### src/include/lca_pkg.sv
// Constants and types for the line configuration and alarm register bank
package lca_pkg;
    // ==========================================================
    // Widths and counts
    localparam int LCA_NUM_CH  = 8;
    localparam int LCA_ADDR_W  = 8;
    localparam int LCA_SEL_W   = 3;
    localparam int LCA_CODE_W  = 4;
    localparam int LCA_SPU_W   = 4;
    localparam int LCA_BYTE_W  = 8;
    localparam int LCA_IMP_BIT = 4;
    // ==========================================================
    // Register indices; byte address is four times the index
    localparam logic [7:0] LCA_IDX_CHAN_SEL = 8'h10;
    localparam logic [7:0] LCA_IDX_CFG_DATA = 8'h11;
    localparam logic [7:0] LCA_IDX_HIZ      = 8'h12;
    localparam logic [7:0] LCA_IDX_AIS_STS  = 8'h13;
    localparam logic [7:0] LCA_IDX_IRQ_EN   = 8'h14;
    localparam logic [7:0] LCA_IDX_IRQ_STS  = 8'h15;
    localparam logic [7:0] LCA_ADDR_CHAN_SEL = {LCA_IDX_CHAN_SEL[5:0], 2'h0};
    localparam logic [7:0] LCA_ADDR_CFG_DATA = {LCA_IDX_CFG_DATA[5:0], 2'h0};
    localparam logic [7:0] LCA_ADDR_HIZ      = {LCA_IDX_HIZ[5:0], 2'h0};
    localparam logic [7:0] LCA_ADDR_AIS_STS  = {LCA_IDX_AIS_STS[5:0], 2'h0};
    localparam logic [7:0] LCA_ADDR_IRQ_EN   = {LCA_IDX_IRQ_EN[5:0], 2'h0};
    localparam logic [7:0] LCA_ADDR_IRQ_STS  = {LCA_IDX_IRQ_STS[5:0], 2'h0};
    // ==========================================================
    // Reset values
    localparam logic [7:0]  LCA_RST_BYTE = 8'h00;
    localparam logic [2:0]  LCA_RST_SEL  = 3'h0;
    localparam logic [3:0]  LCA_RST_CODE = 4'h0;
    localparam logic [31:0] LCA_RST_WORD = 32'h0000_0000;
    // ==========================================================
    // Shape codes and phase samples per unit interval
    localparam logic [3:0] LCA_CODE_E1_120   = 4'h0;
    localparam logic [3:0] LCA_CODE_DS1_US   = 4'h1;
    localparam logic [3:0] LCA_CODE_DS1_0DB  = 4'h2;
    localparam logic [3:0] LCA_CODE_LEN_LO   = 4'h3;
    localparam logic [3:0] LCA_CODE_LEN_HI   = 4'h7;
    localparam logic [3:0] LCA_CODE_E1_75    = 4'h8;
    localparam logic [3:0] LCA_SPU_E1        = 4'hc;
    localparam logic [3:0] LCA_SPU_DS1       = 4'he;
    localparam logic [3:0] LCA_SPU_LEN       = 4'hd;
    localparam logic [3:0] LCA_SPU_NONE      = 4'h0;
    // ==========================================================
    // Operating standard and line load
    typedef enum logic [1:0] {
        LCA_MODE_E1   = 2'b00,
        LCA_MODE_T1J1 = 2'b01,
        LCA_MODE_RSVD = 2'b10
    } lca_mode_t;
    typedef enum logic [1:0] {
        LCA_LOAD_120  = 2'b00,
        LCA_LOAD_75   = 2'b01,
        LCA_LOAD_100  = 2'b10,
        LCA_LOAD_NONE = 2'b11
    } lca_load_t;
endpackage : lca_pkg

### src/include/lca_shape_if.sv
// Per-channel shape configuration and its decoded meaning
`timescale 1ns/1ps
interface lca_shape_if;
    import lca_pkg::*;
    logic [3:0] code;
    logic       imp;
    lca_mode_t  mode;
    lca_load_t  load;
    logic [3:0] spu;
    logic       rsvd;
    logic       imp_int;
    modport src (output code, imp, input mode, load, spu, rsvd, imp_int);
    modport dec (input code, imp, output mode, load, spu, rsvd, imp_int);
endinterface : lca_shape_if

### src/design/lca_regs.sv
// APB register bank for line configuration, driver disable and alarms
//
// Contract
// - Three-bit channel index picks which channel the data register reaches.
// - Data writes change only the indexed channel; reads return its config.
// - All registers and per-channel configs clear to zero at reset.
// - Impedance bit one means internal, zero external, for receive and transmit.
// - Four-bit shape code sets impedance and transmitted pulse per channel.
// - Codes 0000 and 1000 select E1, 120 or 75 ohm, twelve samples.
// - Codes 0001 and 0010 select T1/J1 DS1 pulses, fourteen samples.
// - Codes 0011 to 0111 select T1/J1 cable lengths, thirteen samples.
// - Disable bit n puts channel n transmit driver into high impedance.
// - Alarm status bit n reads one while channel n detects alarm.
// - Alarm change latches into interrupt status only when enabled.
// - Interrupt status bit sets on any enabled change and holds until cleared.
//
// The implementer's own choice: register access over APB.
`timescale 1ns/1ps
module lca_regs
    import lca_pkg::*;
#(
    parameter int NUM_CH = LCA_NUM_CH
) (
    input  wire logic                    pclk,
    input  wire logic                    presetn,
    input  wire logic                    psel,
    input  wire logic                    penable,
    input  wire logic                    pwrite,
    input  wire logic [LCA_ADDR_W-1:0]   paddr,
    input  wire logic [31:0]             pwdata,
    input  wire logic [3:0]              pstrb,
    output logic      [31:0]             prdata,
    output logic                         pready,
    output logic                         pslverr,
    input  wire logic [NUM_CH-1:0]       ais_detect,
    output logic      [NUM_CH-1:0]       tx_driver_hiz,
    output logic      [NUM_CH-1:0]       impedance_source_sel,
    output logic      [NUM_CH*4-1:0]     pulse_shape_code,
    output logic      [NUM_CH-1:0]       chan_e1_mode,
    output logic      [NUM_CH*2-1:0]     chan_line_load,
    output logic      [NUM_CH*4-1:0]     chan_phase_samples,
    output logic      [NUM_CH-1:0]       chan_shape_rsvd,
    output logic                         ais_irq
);
    // ==========================================================
    // State
    logic [LCA_SEL_W-1:0]  sel_q, sel_d;
    logic [LCA_CODE_W-1:0] code_q [NUM_CH];
    logic [LCA_CODE_W-1:0] code_d [NUM_CH];
    logic [NUM_CH-1:0]     imp_q, imp_d;
    logic [NUM_CH-1:0]     hiz_q, hiz_d;
    logic [NUM_CH-1:0]     en_q, en_d;
    logic [NUM_CH-1:0]     sts_q, sts_d;
    logic [NUM_CH-1:0]     prev_q, prev_d;
    logic                  irq_q, irq_d;
    logic [31:0]           rdata_q, rdata_d;
    logic                  err_q, err_d;

    // Decode wires
    logic                  setup_ph;
    logic                  access_ph;
    logic                  wr_ok;
    logic                  hit_sel, hit_cfg, hit_hiz;
    logic                  hit_ais, hit_en, hit_sts;
    logic                  mapped;
    logic [NUM_CH-1:0]     ais_now;
    logic [NUM_CH-1:0]     ais_chg;
    logic [NUM_CH-1:0]     sts_clr;
    logic [31:0]           rd_mux;

    // ==========================================================
    // Alarm inputs cross in through the synchroniser
    lca_sync #(
        .WIDTH    (NUM_CH)
    ) u_sync (
        .pclk     (pclk),
        .presetn  (presetn),
        .async_in (ais_detect),
        .sync_out (ais_now)
    );

    // ==========================================================
    // APB phase and address decode
    assign setup_ph  = psel & ~penable;
    assign access_ph = psel & penable;

    // Address match chain
    always_comb begin
        hit_sel = 1'b0;
        hit_cfg = 1'b0;
        hit_hiz = 1'b0;
        hit_ais = 1'b0;
        hit_en  = 1'b0;
        hit_sts = 1'b0;
        if (paddr == LCA_ADDR_CHAN_SEL) begin
            hit_sel = 1'b1;
        end else if (paddr == LCA_ADDR_CFG_DATA) begin
            hit_cfg = 1'b1;
        end else if (paddr == LCA_ADDR_HIZ) begin
            hit_hiz = 1'b1;
        end else if (paddr == LCA_ADDR_AIS_STS) begin
            hit_ais = 1'b1;
        end else if (paddr == LCA_ADDR_IRQ_EN) begin
            hit_en = 1'b1;
        end else if (paddr == LCA_ADDR_IRQ_STS) begin
            hit_sts = 1'b1;
        end
    end

    assign mapped = hit_sel | hit_cfg | hit_hiz | hit_ais | hit_en | hit_sts;
    // Write takes effect in the access phase, low byte lane only
    assign wr_ok  = access_ph & pwrite & pstrb[0];

    // ==========================================================
    // Read multiplexer, reserved bits read as zero
    always_comb begin
        rd_mux = LCA_RST_WORD;
        if (hit_sel) begin
            rd_mux[LCA_SEL_W-1:0] = sel_q;
        end else if (hit_cfg) begin
            rd_mux[LCA_IMP_BIT] = imp_q[sel_q];
            rd_mux[LCA_CODE_W-1:0] = code_q[sel_q];
        end else if (hit_hiz) begin
            rd_mux[NUM_CH-1:0] = hiz_q;
        end else if (hit_ais) begin
            rd_mux[NUM_CH-1:0] = ais_now;
        end else if (hit_en) begin
            rd_mux[NUM_CH-1:0] = en_q;
        end else if (hit_sts) begin
            rd_mux[NUM_CH-1:0] = sts_q;
        end
    end

    // Answer prepared in setup, presented in access
    always_comb begin
        rdata_d = rdata_q;
        err_d   = err_q;
        if (setup_ph) begin
            rdata_d = pwrite ? LCA_RST_WORD : rd_mux;
            err_d   = ~mapped;
        end
    end

    always_ff @(posedge pclk or negedge presetn) begin
        if (!presetn) begin
            rdata_q <= LCA_RST_WORD;
            err_q   <= 1'b0;
        end else begin
            rdata_q <= rdata_d;
            err_q   <= err_d;
        end
    end

    assign prdata  = rdata_q;
    assign pready  = 1'b1;
    assign pslverr = access_ph & err_q;

    // ==========================================================
    // Configuration registers
    always_comb begin
        sel_d = sel_q;
        imp_d = imp_q;
        hiz_d = hiz_q;
        en_d  = en_q;
        for (int i = 0; i < NUM_CH; i++) begin
            code_d[i] = code_q[i];
        end
        if (wr_ok && hit_sel) begin
            sel_d = pwdata[LCA_SEL_W-1:0];
        end
        if (wr_ok && hit_cfg) begin
            imp_d[sel_q]  = pwdata[LCA_IMP_BIT];
            code_d[sel_q] = pwdata[LCA_CODE_W-1:0];
        end
        if (wr_ok && hit_hiz) begin
            hiz_d = pwdata[NUM_CH-1:0];
        end
        if (wr_ok && hit_en) begin
            en_d = pwdata[NUM_CH-1:0];
        end
    end

    // Everything clears on reset
    always_ff @(posedge pclk or negedge presetn) begin
        if (!presetn) begin
            sel_q <= LCA_RST_SEL;
            imp_q <= LCA_RST_BYTE[NUM_CH-1:0];
            hiz_q <= LCA_RST_BYTE[NUM_CH-1:0];
            en_q  <= LCA_RST_BYTE[NUM_CH-1:0];
            for (int i = 0; i < NUM_CH; i++) begin
                code_q[i] <= LCA_RST_CODE;
            end
        end else begin
            sel_q <= sel_d;
            imp_q <= imp_d;
            hiz_q <= hiz_d;
            en_q  <= en_d;
            for (int i = 0; i < NUM_CH; i++) begin
                code_q[i] <= code_d[i];
            end
        end
    end

    // ==========================================================
    // Alarm change detect and interrupt status
    assign ais_chg = ais_now ^ prev_q;
    assign sts_clr = (wr_ok && hit_sts) ? pwdata[NUM_CH-1:0]
                                        : LCA_RST_BYTE[NUM_CH-1:0];

    // Set wins over a same-cycle write-one clear
    always_comb begin
        prev_d = ais_now;
        sts_d  = (sts_q & ~sts_clr) | (ais_chg & en_q);
        irq_d  = |(sts_q & en_q);
    end

    always_ff @(posedge pclk or negedge presetn) begin
        if (!presetn) begin
            prev_q <= LCA_RST_BYTE[NUM_CH-1:0];
            sts_q  <= LCA_RST_BYTE[NUM_CH-1:0];
            irq_q  <= 1'b0;
        end else begin
            prev_q <= prev_d;
            sts_q  <= sts_d;
            irq_q  <= irq_d;
        end
    end

    assign ais_irq       = irq_q;
    assign tx_driver_hiz = hiz_q;

    // ==========================================================
    // Per-channel decode of the stored shape settings
    genvar g;
    for (g = 0; g < NUM_CH; g++) begin : g_ch
        lca_shape_if shp ();
        assign shp.code = code_q[g];
        assign shp.imp  = imp_q[g];
        lca_shape_dec u_dec (
            .pclk    (pclk),
            .presetn (presetn),
            .shp     (shp)
        );
        assign impedance_source_sel[g]  = shp.imp_int;
        assign pulse_shape_code[g*4 +: 4] = code_q[g];
        assign chan_e1_mode[g]          = (shp.mode == LCA_MODE_E1);
        assign chan_line_load[g*2 +: 2] = shp.load;
        assign chan_phase_samples[g*4 +: 4] = shp.spu;
        assign chan_shape_rsvd[g]       = shp.rsvd;
    end

    // ==========================================================
    // Checks
    logic seen_q;
    always_ff @(posedge pclk or negedge presetn) begin
        if (!presetn) begin
            seen_q <= 1'b0;
        end else begin
            seen_q <= 1'b1;
        end
    end

    reset_zero_a: assert property (
        @(posedge pclk) disable iff (!presetn)
        !seen_q |-> sel_q == LCA_RST_SEL && hiz_q == '0 && en_q == '0
        && sts_q == '0 && imp_q == '0 && code_q[0] == LCA_RST_CODE)
        else $error("Registers not clear after reset");

    sel_write_a: assert property (
        @(posedge pclk) disable iff (!presetn)
        wr_ok && hit_sel |=> sel_q == $past(pwdata[2:0]))
        else $error("Channel index write lost");

    cfg_write_a: assert property (
        @(posedge pclk) disable iff (!presetn)
        wr_ok && hit_cfg |=> code_q[$past(sel_q)] == $past(pwdata[3:0])
        && imp_q[$past(sel_q)] == $past(pwdata[4]))
        else $error("Config write missed indexed channel");

    cfg_other_a: assert property (
        @(posedge pclk) disable iff (!presetn)
        wr_ok && hit_cfg && sel_q != 3'h0 |=> code_q[0] == $past(code_q[0]))
        else $error("Config write touched another channel");

    cfg_read_a: assert property (
        @(posedge pclk) disable iff (!presetn)
        setup_ph && !pwrite && hit_cfg |=>
        prdata[4:0] == {$past(imp_q[sel_q]), $past(code_q[sel_q])}
        && prdata[7:5] == 3'h0)
        else $error("Config read wrong");

    hiz_write_a: assert property (
        @(posedge pclk) disable iff (!presetn)
        wr_ok && hit_hiz |=> tx_driver_hiz == $past(pwdata[7:0]))
        else $error("Driver disable not applied");

    ais_read_a: assert property (
        @(posedge pclk) disable iff (!presetn)
        setup_ph && !pwrite && hit_ais |=> prdata[7:0] == $past(ais_now))
        else $error("Alarm status read wrong");

    // Channel one is the one the bench changes while masked
    gate_off_a: assert property (
        @(posedge pclk) disable iff (!presetn)
        ais_chg[1] && !en_q[1] && !sts_q[1] |=> !sts_q[1])
        else $error("Masked alarm change latched");

    sts_set_a: assert property (
        @(posedge pclk) disable iff (!presetn)
        ais_chg[0] && en_q[0] |=> sts_q[0] ##1 ais_irq)
        else $error("Enabled alarm change not latched");

    sts_hold_a: assert property (
        @(posedge pclk) disable iff (!presetn)
        sts_q[0] && !(wr_ok && hit_sts && pwdata[0]) |=> sts_q[0])
        else $error("Interrupt status dropped without clear");

    irq_out_a: assert property (
        @(posedge pclk) disable iff (!presetn)
        |(sts_q & en_q) |=> ais_irq)
        else $error("Interrupt output not raised");

    irq_fall_a: assert property (
        @(posedge pclk) disable iff (!presetn)
        !(|(sts_q & en_q)) |=> !ais_irq)
        else $error("Interrupt output not lowered");

    // Error answer follows an unmapped setup
    unmapped_err_a: assert property (
        @(posedge pclk) disable iff (!presetn)
        setup_ph && !mapped |=> pslverr)
        else $error("Unmapped access not flagged");
endmodule : lca_regs

### src/design/lca_shape_dec.sv
// Registered decoder from shape code to standard, load and sample count
`timescale 1ns/1ps
module lca_shape_dec
    import lca_pkg::*;
(
    input  wire logic pclk,
    input  wire logic presetn,
    lca_shape_if.dec  shp
);
    lca_mode_t  mode_d, mode_q;
    lca_load_t  load_d, load_q;
    logic [3:0] spu_d, spu_q;
    logic       rsvd_d, rsvd_q;
    logic       imp_d, imp_q;
    // ==========================================================
    // Code table
    always_comb begin
        mode_d = LCA_MODE_RSVD;
        load_d = LCA_LOAD_NONE;
        spu_d  = LCA_SPU_NONE;
        rsvd_d = 1'b1;
        imp_d  = shp.imp;
        if (shp.code == LCA_CODE_E1_120 || shp.code == LCA_CODE_E1_75) begin
            mode_d = LCA_MODE_E1;
            load_d = (shp.code == LCA_CODE_E1_75) ? LCA_LOAD_75 : LCA_LOAD_120;
            spu_d  = LCA_SPU_E1;
            rsvd_d = 1'b0;
        end else if (shp.code == LCA_CODE_DS1_US ||
                     shp.code == LCA_CODE_DS1_0DB) begin
            mode_d = LCA_MODE_T1J1;
            load_d = LCA_LOAD_100;
            spu_d  = LCA_SPU_DS1;
            rsvd_d = 1'b0;
        end else if (shp.code >= LCA_CODE_LEN_LO &&
                     shp.code <= LCA_CODE_LEN_HI) begin
            mode_d = LCA_MODE_T1J1;
            load_d = LCA_LOAD_100;
            spu_d  = LCA_SPU_LEN;
            rsvd_d = 1'b0;
        end
    end
    // Decoded outputs held in flops
    always_ff @(posedge pclk or negedge presetn) begin
        if (!presetn) begin
            mode_q <= LCA_MODE_E1;
            load_q <= LCA_LOAD_120;
            spu_q  <= LCA_SPU_E1;
            rsvd_q <= 1'b0;
            imp_q  <= 1'b0;
        end else begin
            mode_q <= mode_d;
            load_q <= load_d;
            spu_q  <= spu_d;
            rsvd_q <= rsvd_d;
            imp_q  <= imp_d;
        end
    end
    assign shp.mode    = mode_q;
    assign shp.load    = load_q;
    assign shp.spu     = spu_q;
    assign shp.rsvd    = rsvd_q;
    assign shp.imp_int = imp_q;
    // ==========================================================
    // Checks
    e1_decode_a: assert property (
        @(posedge pclk) disable iff (!presetn)
        ($past(shp.code) == LCA_CODE_E1_120 ||
         $past(shp.code) == LCA_CODE_E1_75)
        |-> shp.mode == LCA_MODE_E1 && shp.spu == LCA_SPU_E1)
        else $error("E1 code decoded wrongly");
    ds1_decode_a: assert property (
        @(posedge pclk) disable iff (!presetn)
        ($past(shp.code) == LCA_CODE_DS1_US ||
         $past(shp.code) == LCA_CODE_DS1_0DB)
        |-> shp.mode == LCA_MODE_T1J1 && shp.spu == LCA_SPU_DS1)
        else $error("DS1 code decoded wrongly");
    len_decode_a: assert property (
        @(posedge pclk) disable iff (!presetn)
        ($past(shp.code) >= LCA_CODE_LEN_LO &&
         $past(shp.code) <= LCA_CODE_LEN_HI)
        |-> shp.load == LCA_LOAD_100 && shp.spu == LCA_SPU_LEN)
        else $error("Cable length code decoded wrongly");
    rsvd_code_a: assert property (
        @(posedge pclk) disable iff (!presetn)
        shp.rsvd == ($past(shp.code) > LCA_CODE_E1_75))
        else $error("Reserved code flag wrong");
endmodule : lca_shape_dec

### src/design/lca_sync.sv
// Three-stage synchroniser with agreement filter, one per bit
`timescale 1ns/1ps
module lca_sync
    import lca_pkg::*;
#(
    parameter int WIDTH = 8
) (
    input  wire logic             pclk,
    input  wire logic             presetn,
    input  wire logic [WIDTH-1:0] async_in,
    output logic      [WIDTH-1:0] sync_out
);
    // ==========================================================
    // Per-bit chain
    genvar g;
    for (g = 0; g < WIDTH; g++) begin : g_bit
        logic s1_q, s2_q, s3_q, out_q;
        logic out_d;
        // Output follows only when stages two and three agree
        always_comb begin
            out_d = (s2_q == s3_q) ? s3_q : out_q;
        end
        // Stage one feeds stage two alone
        always_ff @(posedge pclk or negedge presetn) begin
            if (!presetn) begin
                s1_q  <= 1'b0;
                s2_q  <= 1'b0;
                s3_q  <= 1'b0;
                out_q <= 1'b0;
            end else begin
                s1_q  <= async_in[g];
                s2_q  <= s1_q;
                s3_q  <= s2_q;
                out_q <= out_d;
            end
        end
        assign sync_out[g] = out_q;
    end
endmodule : lca_sync

### config.mk
export PLATFORM = sky130hd
export DESIGN_NAME = lca_regs
export DESIGN_NICKNAME = d
export VERILOG_FILES = /design/src/include/lca_pkg.sv /design/src/include/lca_shape_if.sv /design/src/design/lca_regs.sv /design/src/design/lca_shape_dec.sv /design/src/design/lca_sync.sv
export SDC_FILE = /design/constraint.sdc
export NUM_CORES = 1
export LEC_CHECK = 0
export ABC_CLOCK_PERIOD_IN_PS = 1700
export BUFFER_PORTS_ARGS = -buffer_cell sky130_fd_sc_hd__buf_2
export CAP_MARGIN = 20
export CORE_ASPECT_RATIO = 0.5
export CORE_UTILIZATION = 47
export DETAILED_ROUTE_END_ITERATION = 12
export GPL_TIMING_DRIVEN = 1
export PLACE_DENSITY = 0.78
export SETUP_SLACK_MARGIN = 0.4
export SLEW_MARGIN = 30
export SYNTH_ARGS = -nofsm -noshare
export SYNTH_HDL_FRONTEND = slang
export SYNTH_SLANG_ARGS = --single-unit
### constraint.sdc
create_clock -name pclk -period 1.7 [get_ports pclk]
set_input_delay 0.255 -clock pclk [delete_from_list [all_inputs] [get_ports pclk]]
set_output_delay 0.255 -clock pclk [all_outputs]
set_load 0.1 [all_outputs]
==> results.py <==
metrics = {
    "synthesis": {
        "syn-instance-count": 564,
        "yosys_warnings": 0,
        "synth_area_um2": 7500,
        "syn_avg_cell_area_um2": 13.3,
        "async_flop_share_pct": 100,
        "synth_seq_cells": 181,
        "ys_seq_area_share_pct": 60.5,
        "synth_flop_cell": "dfrtp_1",
        "ys_types": 56,
        "synth_edf_count": 0,
    },
    "cts": {
        "cts.sinks": 181,
        "htree_num_levels": 4,
        "cts_made_buffers": 17,
        "cts.clk_slew.worst_paths_ns": 0.08,
        "root_buffer": "clkbuf_16",
        "clock_latency_ns": 0.44,
        "cts_buffer_depth": 2,
        "cts_tree": "built",
    },
    "cells_and_area": {
        "drive_gt1_share_pct": 61.0,
        "nNetsFinal": 844,
        "areaGrowthSynthToFinish_pct": 59.6,
        "n_antenna_cell": 0,
    },
    "sta": {
        "rsz0062_at_grt": "true",
        "fmax_mhz": 518,
        "setup_ws_ns": -0.231,
        "final_max_slew_viol_count": 0,
        "holdWs_ns": 0.131,
        "setup_viol": 43,
        "relSlewSlack_pct": 28.9,
        "finalHoldViolCount": 0,
        "tightest_slew_ns": 1.06,
        "final.min_clock_period_ns": 1.93,
        "finClkSkew_ns": 0.0163,
        "post-route-period-util_pct": 114,
    },
    "route": {
        "drc": 0,
        "routedWlPerCell_um": 25.2,
        "drt_first_pass_iters": 5,
        "ant_nets": 0,
        "drt-total-wl_mm": 25.3,
        "vias": 5966,
        "dr.first_iter.drc_count": 575,
        "avgViaCountPerCell": 5.94,
    },
    "critical_path": {
        "crit_type": "register to register",
        "cp-end-kind": "register",
        "rrSetupSlack_ns": -0.23,
        "start_kind": "register",
        "cp_max_fo": 8,
        "critical_path_arrival_ns": 2.25,
        "crit_required_ns": 2.02,
    },
    "floorplan": {
        "rows": 32,
        "core_um2": 15500,
        "fp.dieW_um": 181,
        "start_util_pct": 48.4,
        "pin_count": 204,
        "fp.dieArea_um2": 16500,
        "die_y_um": 91.3,
    },
    "job": {
        "maxCapViolCount": 0,
    },
    "power": {
        "ir_worst_vdd_v": 0.000694,
        "p_leak_uw": 0.00555,
        "power_density_nw_per_um2": 759,
        "p_total_uw": 9080,
    },
    "run_status": {
        "violations": "setup timing",
        "outcome": "complete, but fails checks",
    },
    "grt": {
        "antenna_found_initial": 1,
        "grt_max_degree": 53,
        "grt.total_usage_pct": 27.3,
        "gr-total-overflow": 0,
        "grt_pass1_vias": 5869,
        "grt_pass1_wl_mm": 33.9,
    },
    "placement": {
        "place_hpwl_mm": 11.6,
        "port_buffers": 151,
        "gp_congestion": 0.837,
    },
    "hold_path": {
        "hold_path.class": "input port to register",
    },
}
==> layer usage <==
| layer | GRT usage (%) | wire [um] |
|---|---|---|
| met5 | 0 | 10 |
| met4 | 13.5 | 1430 |
| met2 | 44.0 | 12000 |
| met1 | 34.4 | 9730 |
| met3 | 6.98 | 2130 |
==> final cells by class <==
class | instances | area, um2
Tap cell | 204 | 255
Fill cell | 767 | 3520
Clock inverter | 13 | 120
Inverter | 6 | 22.5
Clock buffer | 19 | 433
Timing Repair Buffer | 263 | 3420
Multi-Input combinational cell | 318 | 3080
Sequential cell | 181 | 4650
==> path summary, 6_finish.rpt <==
kind	startpoint	to	cells past startpoint
setup / recovery	sel_q[2]	imp_q[7]	3
hold / removal	pwdata[5]	en_q[5]	2
setup reg to reg	sel_q[2]	imp_q[7]	3
hold reg to reg	u_sync.g_bit[0].s1_q	u_sync.g_bit[0].s2_q	0
max in group asynchronous	presetn	g_ch[2].u_dec.shp.spu[2]	3
min in group asynchronous	presetn	g_ch[3].u_dec.shp.load[0]	2
==> Yosys cell counts, types with 5 or more instances <==
library cell / count / area share, %
nand4_1: 7 / 0.58
mux2_4: 20 / 4.0
or3_1: 10 / 0.83
o21ai_0: 8 / 0.53
or2_2: 6 / 0.50
maj3_1: 8 / 1.1
mux2_2: 41 / 6.2
a22o_1: 8 / 0.93
xnor2_1: 8 / 0.93
nand2_1: 18 / 0.90
dfrtp_1: 173 / 58
clkbuf_1: 25 / 1.3
a21oi_1: 13 / 0.87
nor2b_1: 13 / 1.1
mux4_2: 6 / 1.8
o31ai_1: 5 / 0.50
dfstp_2: 8 / 2.8
nor2_1: 19 / 0.95
inv_1: 6 / 0.30
nand2b_1: 15 / 1.3
xor2_1: 8 / 0.93
nor3_1: 17 / 1.1
buf_4: 49 / 4.9
mux2i_1: 10 / 1.3
==> cell usage in the layout (no fill, tap or decap), types with 6 or more instances in the layout <==
| master | count |
|---|---|
| maj3_1 | 8 |
| nand4_1 | 7 |
| conb_1 | 25 |
| nand2_2 | 9 |
| nor3_2 | 9 |
| buf_4 | 64 |
| buf_2 | 25 |
| dfrtp_4 | 10 |
| inv_1 | 6 |
| nand2_1 | 7 |
| mux2_2 | 22 |
| xor2_1 | 8 |
| nor2_4 | 9 |
| or4_4 | 6 |
| nand2b_1 | 7 |
| mux2i_1 | 10 |
| nor2_1 | 7 |
| dfrtp_2 | 31 |
| buf_6 | 64 |
| a22o_1 | 8 |
| buf_12 | 97 |
| dfstp_4 | 8 |
| a21oi_1 | 8 |
| nor2b_1 | 9 |
| dlygate4sd3_1 | 9 |
| or3_4 | 10 |
| clkbuf_16 | 17 |
| mux2_4 | 39 |
| nand2b_4 | 8 |
| dfrtp_1 | 132 |
| mux4_2 | 6 |
==> what timing repair did <==
action	4_1_cts	5_1_grt
buffers inserted	37	20
endpoints found under the setup margin	197	197
hold endpoints to repair	50	0
hold buffers	9	0
resized for setup	456	123
pin swaps	12	25
==> state kept, by name, indices dropped and copies added (netlist names) <==
name                    flops
prev_q                      8
g_ch.u_dec.shp.load        16
u_sync.g_bit.s2_q           8
sts_q                       8
tx_driver_hiz               8
err_q                       1
u_sync.g_bit.s3_q           8
en_q                        8
prdata                      8
imp_q                       8
g_ch.u_dec.shp.mode        16
g_ch.u_dec.shp.imp_int      8
g_ch.shp.code              32
ais_irq                     1
g_ch.u_dec.shp.spu         24
sel_q                       3
u_sync.g_bit.out_q          8
u_sync.g_bit.s1_q           8
==> worst max-delay path, stage by stage (launching register included) <==
cell     delay (ns)
dfrtp_1        0.59
inv_1          0.22
or4_4          0.67
mux2_4         0.34
==> kinds of logic after synthesis <==
| logic type | synth area share, % |
|---|---|
| fa+ha+maj | 1.07 |
| buf+inv | 7.27 |
| xor+xnor | 1.87 |
| flops | 60.5 |
| mux | 13.3 |
| compound gates | 5.81 |
| simple gates | 10.1 |
| other cells | 0.100 |
==> stage by stage <==
stage | instances | TNS (ns) | area (um2) | worst slack [ns] | utilization (%)
6_report | 1004 | -5.68 | 12000 | -0.231 | 77.3
5_1_grt | 1004 | -6.19 | 12000 | -0.221 | 77.3
4_1_cts | 984 | -2.82 | 11300 | -0.153 | 72.7
3_5_place_dp | 906 | -31.39 | 8720 | -0.728 | 56.3
3_3_place_gp | 906 | -29.44 | 8720 | -0.704 | 56.3
2_1_floorplan | 587 | -17.06 | 7880 | -0.544 | -
==> power by group <==
part | total [uW] | switching [uW] | internal (uW)
registers | 4480 | 80.9 | 4400
logic | 790 | 579 | 210
clock network | 3810 | 1880 | 1930
(Power assumes the default switching activity.)
